<file path="src/hdl/eeprom_read_regs.vh">
// constants for the serial eeprom read engine
`ifndef EEPROM_READ_REGS_VH
`define EEPROM_READ_REGS_VH

`define EE_CTRL_CODE   4'hA
`define EE_ADDR_W      13
`define EE_ADDR_TOP    13'h1FFF
`define EE_ADDR_BOTTOM 13'h0000
`define EE_PTR_RESET   13'h0000
`define EE_HI_BITS     5
`define EE_BYTE_BITS   4'h8
`define EE_IDLE_BYTE   8'hFF
`define EE_FIFO_WIDTH  8
`define EE_FIFO_DEPTH  8
`define EE_FIFO_AW     3
`define EE_PH_CTRL     2'h0
`define EE_PH_AHI      2'h1
`define EE_PH_ALO      2'h2
`define EE_PH_WDATA    2'h3

`endif

</file>
<file path="src/hdl/placeholder_none.v">
// intentionally empty design unit list terminator
`timescale 1ns/1ps
`default_nettype none
`default_nettype wire

</file>
<file path="src/hdl/byte_fifo.v">
// small flop-based fifo with valid/ready on both sides and a flush
`timescale 1ns/1ps
`default_nettype none
`include "eeprom_read_regs.vh"

module byte_fifo #(
  parameter WIDTH = `EE_FIFO_WIDTH,
  parameter DEPTH = `EE_FIFO_DEPTH,
  parameter AW    = `EE_FIFO_AW
) (
  // clock and control
  input  wire             clk_i,
  input  wire             resetn_i,
  input  wire             clk_en_i,
  input  wire             flush_i,
  // fill side
  input  wire             in_valid_i,
  output wire             in_ready_o,
  input  wire [WIDTH-1:0] in_data_i,
  // drain side
  output wire             out_valid_o,
  input  wire             out_ready_i,
  output wire [WIDTH-1:0] out_data_o
);
  localparam [31:0]   DEPTH_W = DEPTH;
  localparam [31:0]   LAST_W  = DEPTH - 1;
  localparam [AW:0]   FULL    = DEPTH_W[AW:0];
  localparam [AW-1:0] LAST    = LAST_W[AW-1:0];

  reg [WIDTH-1:0] mem_r [0:DEPTH-1];
  reg [AW-1:0]    wr_r;
  reg [AW-1:0]    rd_r;
  reg [AW:0]      cnt_r;

  wire push = in_valid_i & in_ready_o;
  wire pop  = out_valid_o & out_ready_i;

  assign in_ready_o  = (cnt_r != FULL);
  assign out_valid_o = (cnt_r != {(AW+1){1'b0}});
  assign out_data_o  = mem_r[rd_r];

  always @(posedge clk_i) begin
    if (!resetn_i) begin
      wr_r  <= {AW{1'b0}};
      rd_r  <= {AW{1'b0}};
      cnt_r <= {(AW+1){1'b0}};
    end else if (clk_en_i) begin
      if (flush_i) begin
        wr_r  <= {AW{1'b0}};
        rd_r  <= {AW{1'b0}};
        cnt_r <= {(AW+1){1'b0}};
      end else begin
        if (push) begin
          mem_r[wr_r] <= in_data_i;
          wr_r        <= (wr_r == LAST) ? {AW{1'b0}} : wr_r + 1'b1;
        end
        if (pop)
          rd_r <= (rd_r == LAST) ? {AW{1'b0}} : rd_r + 1'b1;
        if (push && !pop)
          cnt_r <= cnt_r + 1'b1;
        else if (pop && !push)
          cnt_r <= cnt_r - 1'b1;
      end
    end
  end
endmodule

`default_nettype wire

</file>
<file path="src/hdl/eeprom_read_engine.v">
// two-wire serial eeprom read engine with prefetch fifo
//
// Behaviour
// - read begins with start, control byte, bit one
// - current, random and sequential reads supported
// - pointer holds last accessed address plus one
// - matching read control byte: ack, send byte
// - host nack and stop end the read
// - repeated start abandons write, keeps pointer
// - read control after restart: ack, send byte
// - after random read pointer is next address
// - host ack fetches byte at next address
// - pointer increments after every byte sent to the host
// - pointer wraps from top to bottom location
// - respond only to code and chip select match
// - address high byte first, low thirteen bits
// - no ack while programming cycle runs
// - release data line after host nack
`timescale 1ns/1ps
`default_nettype none
`include "eeprom_read_regs.vh"

module eeprom_read_engine (
  // clock, reset, enable
  input  wire                  ref_clk_i,
  input  wire                  resetn_i,
  input  wire                  clk_en_i,
  // serial bus, open drain data line
  input  wire                  scl_i,
  input  wire                  sda_i,
  output wire                  sda_o,
  output wire                  sda_oe_o,
  // straps and array status
  input  wire [2:0]            chip_select_pins_i,
  input  wire                  prog_busy_i,
  // array read port
  output wire [`EE_ADDR_W-1:0] rd_addr_o,
  input  wire [7:0]            rd_data_i,
  input  wire                  rd_valid_i,
  output wire                  rd_ready_o,
  // observed pointer
  output wire [`EE_ADDR_W-1:0] ptr_o
);
  localparam [5:0] ST_IDLE = 6'h01;
  localparam [5:0] ST_RX   = 6'h02;
  localparam [5:0] ST_RACK = 6'h04;
  localparam [5:0] ST_TX   = 6'h08;
  localparam [5:0] ST_MACK = 6'h10;
  localparam [5:0] ST_WAIT = 6'h20;

  // pin synchronisers plus one history stage for edge finding
  reg       scl_s1_r;
  reg       scl_s2_r;
  reg       scl_d_r;
  reg       sda_s1_r;
  reg       sda_s2_r;
  reg       sda_d_r;
  reg [2:0] cs_s1_r;
  reg [2:0] cs_s2_r;

  reg [5:0]            state_r;
  reg [1:0]            phase_r;
  reg [3:0]            bit_r;
  reg [7:0]            sh_r;
  reg [7:0]            tx_r;
  reg                  rd_mode_r;
  reg                  host_ack_r;
  reg [`EE_HI_BITS-1:0] addr_hi_r;
  reg [`EE_ADDR_W-1:0] ptr_r;
  reg [`EE_ADDR_W-1:0] fetch_r;
  reg                  sda_oe_r;
  reg                  flush_r;

  wire       fifo_in_ready;
  wire       fifo_valid;
  wire [7:0] fifo_data;

  wire scl_rise  = scl_s2_r & ~scl_d_r;
  wire scl_fall  = ~scl_s2_r & scl_d_r;
  wire start_det = scl_s2_r & scl_d_r & sda_d_r & ~sda_s2_r;
  wire stop_det  = scl_s2_r & scl_d_r & ~sda_d_r & sda_s2_r;
  wire quiet     = ~start_det & ~stop_det;

  wire ctrl_match = (sh_r[7:4] == `EE_CTRL_CODE) &&
                    (sh_r[3:1] == cs_s2_r);
  wire can_ack    = ~prog_busy_i;

  // a new byte goes out after the control ack of a read or a host ack
  wire load_tx = clk_en_i & quiet & scl_fall &
                 (((state_r == ST_RACK) & (phase_r == `EE_PH_CTRL) &
                   rd_mode_r) |
                  ((state_r == ST_MACK) & host_ack_r));
  // an empty fifo sends the idle level rather than stalling the bus
  wire [7:0] tx_byte = fifo_valid ? fifo_data : `EE_IDLE_BYTE;

  wire [`EE_ADDR_W-1:0] ptr_inc =
    (ptr_r == `EE_ADDR_TOP) ? `EE_ADDR_BOTTOM : ptr_r + 1'b1;
  wire [`EE_ADDR_W-1:0] fetch_inc =
    (fetch_r == `EE_ADDR_TOP) ? `EE_ADDR_BOTTOM : fetch_r + 1'b1;

  assign sda_o      = 1'b0;
  assign sda_oe_o   = sda_oe_r;
  assign ptr_o      = ptr_r;
  assign rd_addr_o  = fetch_r;
  // no fetch in the flush cycle, so stale addresses never land
  assign rd_ready_o = fifo_in_ready & ~flush_r;

  always @(posedge ref_clk_i) begin
    if (!resetn_i) begin
      scl_s1_r <= 1'b1;
      scl_s2_r <= 1'b1;
      scl_d_r  <= 1'b1;
      sda_s1_r <= 1'b1;
      sda_s2_r <= 1'b1;
      sda_d_r  <= 1'b1;
      cs_s1_r  <= 3'h0;
      cs_s2_r  <= 3'h0;
    end else if (clk_en_i) begin
      scl_s1_r <= scl_i;
      scl_s2_r <= scl_s1_r;
      scl_d_r  <= scl_s2_r;
      sda_s1_r <= sda_i;
      sda_s2_r <= sda_s1_r;
      sda_d_r  <= sda_s2_r;
      cs_s1_r  <= chip_select_pins_i;
      cs_s2_r  <= cs_s1_r;
    end
  end

  always @(posedge ref_clk_i) begin
    if (!resetn_i) begin
      state_r    <= ST_IDLE;
      phase_r    <= `EE_PH_CTRL;
      bit_r      <= 4'h0;
      sh_r       <= 8'h00;
      tx_r       <= 8'h00;
      rd_mode_r  <= 1'b0;
      host_ack_r <= 1'b0;
      addr_hi_r  <= {`EE_HI_BITS{1'b0}};
      ptr_r      <= `EE_PTR_RESET;
      sda_oe_r   <= 1'b0;
      flush_r    <= 1'b0;
    end else if (clk_en_i) begin
      flush_r <= 1'b0;
      if (stop_det) begin
        state_r  <= ST_IDLE;
        sda_oe_r <= 1'b0;
        flush_r  <= 1'b1;
      end else if (start_det) begin
        // a restart mid-write drops it; ptr_r is left as loaded
        state_r  <= ST_RX;
        phase_r  <= `EE_PH_CTRL;
        bit_r    <= 4'h0;
        sda_oe_r <= 1'b0;
        flush_r  <= 1'b1;
      end else begin
        case (state_r)
          ST_IDLE: begin
          end
          ST_WAIT: begin
          end
          ST_RX: begin
            if (scl_rise && bit_r != `EE_BYTE_BITS) begin
              sh_r  <= {sh_r[6:0], sda_s2_r};
              bit_r <= bit_r + 1'b1;
            end else if (scl_fall && bit_r == `EE_BYTE_BITS) begin
              state_r <= ST_WAIT;
              if (can_ack) begin
                case (phase_r)
                  `EE_PH_CTRL: begin
                    if (ctrl_match) begin
                      state_r   <= ST_RACK;
                      sda_oe_r  <= 1'b1;
                      rd_mode_r <= sh_r[0];
                    end
                  end
                  `EE_PH_AHI: begin
                    addr_hi_r <= sh_r[`EE_HI_BITS-1:0];
                    state_r   <= ST_RACK;
                    sda_oe_r  <= 1'b1;
                  end
                  `EE_PH_ALO: begin
                    ptr_r    <= {addr_hi_r, sh_r};
                    flush_r  <= 1'b1;
                    state_r  <= ST_RACK;
                    sda_oe_r <= 1'b1;
                  end
                  default: begin
                  end
                endcase
              end
            end
          end
          ST_RACK: begin
            if (scl_fall) begin
              bit_r <= 4'h0;
              if (load_tx) begin
                tx_r     <= tx_byte;
                sda_oe_r <= ~tx_byte[7];
                bit_r    <= 4'h1;
                state_r  <= ST_TX;
              end else begin
                sda_oe_r <= 1'b0;
                state_r  <= ST_RX;
                phase_r  <= phase_r + 2'h1;
              end
            end
          end
          ST_TX: begin
            if (scl_fall) begin
              if (bit_r == `EE_BYTE_BITS) begin
                sda_oe_r <= 1'b0;
                state_r  <= ST_MACK;
              end else begin
                sda_oe_r <= ~tx_r[6];
                tx_r     <= {tx_r[6:0], 1'b1};
                bit_r    <= bit_r + 1'b1;
              end
            end
          end
          ST_MACK: begin
            if (scl_rise) begin
              host_ack_r <= ~sda_s2_r;
              ptr_r      <= ptr_inc;
            end else if (scl_fall) begin
              if (load_tx) begin
                tx_r     <= tx_byte;
                sda_oe_r <= ~tx_byte[7];
                bit_r    <= 4'h1;
                state_r  <= ST_TX;
              end else begin
                sda_oe_r <= 1'b0;
                state_r  <= ST_WAIT;
              end
            end
          end
          default: begin
            state_r  <= ST_IDLE;
            sda_oe_r <= 1'b0;
          end
        endcase
      end
    end
  end

  // prefetch address tracks the pointer so the fifo head is ptr_r
  always @(posedge ref_clk_i) begin
    if (!resetn_i) begin
      fetch_r <= `EE_PTR_RESET;
    end else if (clk_en_i) begin
      if (flush_r)
        fetch_r <= ptr_r;
      else if (rd_valid_i && rd_ready_o)
        fetch_r <= fetch_inc;
    end
  end

  byte_fifo #(
    .WIDTH (`EE_FIFO_WIDTH),
    .DEPTH (`EE_FIFO_DEPTH),
    .AW    (`EE_FIFO_AW)
  ) i_byte_fifo (
    .clk_i       (ref_clk_i),
    .resetn_i    (resetn_i),
    .clk_en_i    (clk_en_i),
    .flush_i     (flush_r),
    .in_valid_i  (rd_valid_i),
    .in_ready_o  (fifo_in_ready),
    .in_data_i   (rd_data_i),
    .out_valid_o (fifo_valid),
    .out_ready_i (load_tx),
    .out_data_o  (fifo_data)
  );
endmodule

`default_nettype wire

</file>
<file path="config.mk">
export PLATFORM = sky130hd
export DESIGN_NAME = eeprom_read_engine
export DESIGN_NICKNAME = d
export VERILOG_FILES = /design/src/hdl/placeholder_none.v /design/src/hdl/byte_fifo.v /design/src/hdl/eeprom_read_engine.v
export VERILOG_INCLUDE_DIRS = /design/src /design/src/hdl
export SDC_FILE = /design/constraint.sdc
export NUM_CORES = 1
export LEC_CHECK = 0
export ABC_AREA = 1
export BUFFER_PORTS_ARGS = -buffer_cell sky130_fd_sc_hd__buf_2
export CORE_MARGIN = 3
export CORE_UTILIZATION = 61
export DETAILED_ROUTE_END_ITERATION = 12
export PLACE_DENSITY = 0.9
export SETUP_SLACK_MARGIN = 0.05
export SLEW_MARGIN = 20
export SYNTH_ARGS = -nofsm -noshare
export SYNTH_HDL_FRONTEND = slang
export SYNTH_SLANG_ARGS = --single-unit
</file>
<file path="constraint.sdc">
create_clock -name ref_clk_i -period 3 [get_ports ref_clk_i]
set_clock_uncertainty 0.2 [all_clocks]
set_input_delay 0.15 -clock ref_clk_i [delete_from_list [all_inputs] [get_ports ref_clk_i]]
set_output_delay 0.15 -clock ref_clk_i [all_outputs]
set_load 0.03 [all_outputs]
</file>
==> impl_metrics.tcl, run 1 <==
set metrics [dict create \
    status "complete, no violations" \
    cp.arrival_ns 2.89 \
    hold_viol_final 0 \
    clock_sinks 151 \
    drt_iter0_markers 868 \
    ys.flop_type "dfxtp_1" \
    rsz0062_at_grt "false" \
    crit_type "flop to flop" \
    period_needed_ns 2.72 \
    cts_tree "built" \
    ys_seq_area_share_pct 50.6 \
    floorplan.rows 39 \
    syn_inst 868 \
    setup_tns_ns 0 \
    clk_latency_ns 0.44 \
    dp.final_hpwl_mm 11.0 \
    grtUsageMet2_pct 43.1 \
    synthArstFlopShare_pct 0 \
    track_usage_pct 27.4 \
    port_buffers 45 \
    grt_use_met1_pct 36.4 \
    area_delta_synth_final_pct 16.0 \
    peakVddDrop_v 0.000519 \
    antenna_found_initial 0 \
    core_area_mm2 0.0115 \
    finalNonFillerCells 1090 \
    maxCapViolCount 0 \
    switchingPower_uw 1370 \
    start_util_pct 62.9 \
    cts_made_buffers 17 \
    grt_pass1_wl_mm 28.5 \
    drv_slew 0 \
    drc 0 \
    grt_pass1_vias 5887 \
    synthesis.area_mm2 0.00724 \
    die_x_um 115 \
    hold_class "input port to flop" \
    ys_warn_count 0 \
    critPathCaptureType "flop" \
    p_per_area_mw_per_mm2 575 \
    placed_cells 1042 \
    fin_nets 967 \
    worst_slew_pin_slew_ns 0.717 \
    min_period_over_period_pct 90.8 \
    post_cts_buffers 0 \
    p_clk_share_pct 43.8 \
    syn-num-nets 901 \
    drive_above_1_share_pct 14.7 \
    clk_path_buf_depth 2 \
    synth-seq-cells 151 \
    dr_total_vias 6414 \
    root_buffer "clkbuf_16" \
    leakagePower_uw 0.00341 \
    dieArea_mm2 0.0132 \
    grt_overflow_total 0 \
    wl_mm 17.4 \
    cts_max_level 4 \
    combPwrFrac_pct 10.1 \
    p_sw_share_pct 28.3 \
    viasPerCell 5.88 \
    synth_edf_count 64 \
    gp_congestion 0.953 \
    top_usage_layer "met2" \
    postRouteAntennaNets 0 \
    die_height_um 115 \
    setup_violations 0 \
    met3_usage_pct 7.74 \
    yosysUniqueCellTypes 47 \
    routedWlPerCell_um 16.0 \
    pin_count 47 \
    cp_max_fo 5 \
    intPower_uw 3470 \
    grt_max_degree 60 \
    clk_pin_slew_worst_paths_ns 0.07 \
    worstSetupStartpointType "flop" \
    max_freq_mhz 367 \
    syn_area_per_cell_um2 8.35 \
    critPathRequiredTime_ns 3.17 \
    slew_headroom_pct 52.0 \
    power_frac_seq_pct 46.1 \
    diodes 0 \
    drt_pre_antenna_iters 6 \
]
## cell usage after synthesis, types with 9 or more instances
library cell  instances  area (µm²)
a21oi_1              82         410
clkbuf_1             23        86.3
dfxtp_1              87        1740
edfxtp_1             64        1920
ha_1                 14         175
inv_1                68         255
inv_2                 9        33.8
nand2_1             166         623
nand3_1             102         510
nor2_1               76         285
nor3_1               10        50.1
o21ai_0              66         330
o21ai_1              13        65.1
## path summary, 6_finish.rpt
kind | start | to | depth (start not counted) | slack (ns)
setup / recovery | phase_r[0]$_SDFFE_PN0P_ | i_byte_fifo.cnt_r[3]$_SDFFE_PN0P_ | 18 | 0.28
hold / removal | resetn_i | i_byte_fifo.wr_r[1]$_SDFFE_PN0P_ | 4 | 0.03
setup reg to reg | phase_r[0]$_SDFFE_PN0P_ | i_byte_fifo.cnt_r[3]$_SDFFE_PN0P_ | 18 | 0.28
hold reg to reg | scl_s1_r$_SDFFE_PN1P_ | scl_s1_r$_SDFFE_PN1P_ | 2 | 0.27
## per-stage QoR
step / area (µm²) / hold WS, ns / worst slack (ns) / utilization [%] / power [µW]
6_report: 8400 / 0.0277 / 0.275 / 73.0 / 4830
5_1_grt: 8400 / 0.0347 / 0.0324 / 73.0 / 4990
4_1_cts: 8390 / 0.00206 / 0.325 / 72.9 / 4830
3_5_place_dp: 7640 / 0.170 / 0.409 / 66.3 / 2720
3_3_place_gp: 7640 / 0.163 / 0.554 / 66.3 / 2710
2_1_floorplan: 7240 / 0.0489 / 0.670 / - / 2600
## power groups by stage
stage | clock (µW) | combinational [µW] | sequential (µW)
global route | 2220 | 542 | 2230
finish | 2120 | 488 | 2230
detailed placement | 0 | 452 | 2270
CTS | 2130 | 476 | 2230
floorplan | 0 | 301 | 2290
global placement | 0 | 442 | 2270
## per-layer routing
metal	share of wire (%)	up-vias
li1	-	3083
met5	0	-
met2	47	333
met1	41	2942
met4	2.6	0
met3	9.4	56
## cell families (layout without fill, tap and decap cells)
| group | Yosys count | after routing | share of synthesized area (%) |
|---|---|---|---|
| flip-flops | 151 | 151 | 50.6 |
| AO/OA/AOI/OAI | 181 | 181 | 13.3 |
| XOR/XNOR | 11 | 11 | 1.33 |
| buffers and inverters | 111 | 190 | 6.15 |
| other | 1 | 1 | 0.0518 |
| adder cells (fa/ha/maj) | 15 | 15 | 2.69 |
| AND/OR/NAND/NOR | 398 | 398 | 25.9 |
## sequential cells by signal, summed over array words and instances (netlist names), 2 cells and up, named ones only
name,count
rd_addr_o,13
sh_r,8
i_byte_fifo.mem_r,64
tx_r,7
phase_r,2
bit_r,4
ptr_o,13
cs_s2_r,3
cs_s1_r,3
state_r,6
i_byte_fifo.cnt_r,4
i_byte_fifo.wr_r,3
addr_hi_r,5
i_byte_fifo.rd_r,3
## cell type report
class | instances | area, µm²
Multi-Input combinational cell | 606 | 3150
Inverter | 78 | 293
Sequential cell | 151 | 3660
Clock buffer | 17 | 425
Fill cell | 775 | 3110
Tap cell | 143 | 179
Timing Repair Buffer | 80 | 528
Clock inverter | 15 | 168
## worst max-delay path, stage by stage, from the launching register on
cell and delay [ns]:
dfxtp_1 0.39, inv_1 0.10, ha_1 0.26, nand2_1 0.08, inv_1 0.04, nand4_1 0.07, nand2_1 0.10, nand3_2 0.13
nand2_1 0.17, ha_4 0.30, a21oi_1 0.17, nand2_1 0.08, nand2_1 0.09, nand2_1 0.08, inv_1 0.07, nand2_1 0.06
nand2_1 0.08, nand3_1 0.08, a21oi_1 0.12
## repair_timing
item,4_1_cts,5_1_grt
resized for setup,0,1
hold buffers,16,0
endpoints found under the hold margin,73,0
setup endpoints to repair,0,1
## placed cells by master (no fill, tap or decap), drive strengths merged, types with 3 or more instances in the layout
cell type and count:
nand4 9, inv 87, xnor2 5, dfxtp 87
a21oi 83, ha 14, nor2 87, nand2 170
o21ai 80, o21bai 3, nand3b 4, o211ai 3
a31oi 5, edfxtp 64, nor3 14, clkinv 5
xor2 6, nand3 108, dlygate4sd3 16, clkbuf 17
buf 64
Power figures use the tool's default switching activity.
==> inputs of run 2 (changes only) <==
ABC_AREA = default   (was 1)
SKIP_CTS_REPAIR_TIMING = 1   (was default)
==> impl_metrics.tcl, run 2 <==
set metrics [dict create \
    status "complete, no violations" \
    cts_tree "built" \
    viasPerCell 6.69 \
    grt_max_degree 44 \
    crit_type "flop to flop" \
    grt_pass1_wl_mm 31.4 \
    routedWlPerCell_um 21.6 \
    dr_total_vias 6340 \
    die_x_um 116 \
    port_buffers 45 \
    intPower_uw 3700 \
    antenna_found_initial 0 \
    slowest_delay_ns 0.57 \
    drt_iter0_markers 866 \
    maxCapViolCount 0 \
    setup_tns_ns 0 \
    diodes 0 \
    cp_slowest_cell "or4b_4" \
    cts_made_buffers 17 \
    syn_area_per_cell_um2 10.3 \
    track_usage_pct 30.5 \
    worstPathCellList "or4b_4 > nor4_4 > o21ai_2 > nand2_2 > ha_1 > a21o_1 > a21o_1 > a2111oi_4 > a211oi_2 > a32oi_1 > o41ai_1" \
    die_height_um 116 \
    hold_class "input port to flop" \
    slew_headroom_pct 41.1 \
    core_area_mm2 0.0116 \
    clk_latency_ns 0.43 \
    floorplan.rows 39 \
    clk_path_buf_depth 2 \
    syn_inst 720 \
    synth_most_common_cell "dfxtp_1" \
    dp.final_hpwl_mm 12.7 \
    hold_viol_final 0 \
    gp_congestion 0.949 \
    synth_common_cells "dfxtp_1, nand2_1, nor2_1" \
    grt_pass1_vias 5815 \
    area_delta_synth_final_pct 17.2 \
    wl_mm 20.5 \
    drt_pre_antenna_iters 6 \
    cp_max_fo 3 \
    cts_max_level 4 \
    critPathCaptureType "flop" \
    switchingPower_uw 1130 \
    root_buffer "clkbuf_16" \
    cp.arrival_ns 2.99 \
    worstSetupStartpointType "flop" \
    yosys.area.top_type "edfxtp_1" \
    drc 0 \
    start_util_pct 63.7 \
    power_frac_seq_pct 45.5 \
    max_freq_mhz 345 \
    p_clk_share_pct 47.5 \
    path_common_cell "a21o_1" \
    setup_violations 0 \
    postRouteAntennaNets 0 \
    combPwrFrac_pct 7.0 \
    final_common_cell "dfxtp_1" \
    synth.area.top_cells "edfxtp_1, dfxtp_1, mux2i_1, mux4_2, nand2_1" \
    rsz0062_at_grt "false" \
    drive_above_1_share_pct 20.5 \
    place_worst_setup_slack_ns -0.0285 \
    pin_count 47 \
    synth-seq-cells 151 \
    multi_input_area_mm2 0.00350 \
    drv_slew 0 \
    synth_edf_count 64 \
    period_needed_ns 2.90 \
    ys_warn_count 0 \
    synth_top_area_share_pct 26.0 \
    synthArstFlopShare_pct 0 \
    ys.flop_type "dfxtp_1" \
    p_per_area_mw_per_mm2 556 \
    nFillCells 707 \
    leakagePower_uw 0.00327 \
    yosysUniqueCellTypes 81 \
    worst_slew_pin_slew_ns 0.883 \
    fin_nets 824 \
    min_period_over_period_pct 96.7 \
    clock_sinks 151 \
    mostFrequentLayoutCells "dfxtp_1, nand2_1, nor2_1" \
    critPathRequiredTime_ns 3.08 \
    synthesis.area_mm2 0.00740 \
    syn-num-nets 753 \
    ys_seq_area_share_pct 49.5 \
    largest_reg_flops 64 \
    peakVddDrop_v 0.000769 \
    clk_pin_slew_worst_paths_ns 0.06 \
    regMostFlops "i_byte_fifo.mem_r" \
    regArea_mm2 0.00366 \
    grt_overflow_total 0 \
    p_sw_share_pct 23.4 \
    fin_ws_ns 0.0982 \
    dieArea_mm2 0.0135 \
]
[run 2: cell types whose count changed in the layout (fill, tap and decap cells not counted), sizes merged, moves of 8 or more]
cell    previous run  this run
nor4               1        11
a21oi             83        57
o21ai             80        16
nand2            170        81
mux2i              0        39
mux4               0        16
buf               64        81
inv               87        19
nor3              14        22
nand2b             0         9
nand3            108        31
nor2              87        72
[run 2: power by group through the flow]
stage | Clock [µW] | Combinational, µW | Sequential (µW)
5_1_grt | 2390 | 362 | 2190
3_3_place_gp | 0 | 280 | 2230
3_5_place_dp | 0 | 296 | 2230
2_1_floorplan | 0 | 201 | 2230
4_1_cts | 2290 | 304 | 2190
6_report | 2290 | 338 | 2190
[run 2: routing by layer]
layer	GRT usage (%)	wire [µm]	up-vias
met1	39.3	7570	3010
met2	50.7	10500	425
met3	7.05	1800	71
met4	11.4	653	0
met5	0	0	-
li1	-	-	2834
[run 2: kinds of logic after synthesis]
group / synth area share, %
muxes: 10.4
AOI/OAI and AO/OA: 14.6
DFF: 49.5
buffers and inverters: 4.08
and+or+nand+nor: 17.7
adders and majority gates: 2.64
other: 0.0507
xor gates and xnor gates: 1.07
[run 2: final cells by class]
class,count,area share [%]
inverter,17,0.736
clock buffer,18,4.95
clock inverter,14,2.31
timing repair buffer,95,7.33
multi-input combinational,509,40.4
sequential,151,42.3
tap,143,2.06
[run 2: final timing paths]
kind	start	endpoint	slack, ns	cells past startpoint
max	state_r[5]$_SDFFE_PN0P_	i_byte_fifo.cnt_r[3]$_SDFFE_PN0P_	0.1	11
min	resetn_i	scl_s1_r$_SDFFE_PN1P_	0.04	3
min reg2reg	tx_r[6]$_SDFFE_PN0P_	tx_r[6]$_SDFFE_PN0P_	0.26	2
max reg2reg	state_r[5]$_SDFFE_PN0P_	i_byte_fifo.cnt_r[3]$_SDFFE_PN0P_	0.1	11
[run 2: critical path, delay by kind of cell, from the launching register on]
family,cells,cell delay [ns]
AO/OA/AOI/OAI,7,1.13
AND/OR/NAND/NOR,3,0.87
flip-flops,1,0.31
adder cells (fa/ha/maj),1,0.24
[run 2: per-stage QoR]
stage | std cells | total power [µW] | hold WS (ns) | area (µm²) | util, %
finish | 947 | 4820 | 0.0386 | 8670 | 74.6
detailed placement | 900 | 2530 | 0.176 | 7840 | 67.5
CTS | 932 | 4790 | -0.266 | 8470 | 72.9
global route | 947 | 4950 | 0.0467 | 8670 | 74.6
floorplan | 720 | 2430 | 0.0489 | 7420 | -
global placement | 900 | 2510 | 0.170 | 7840 | 67.5
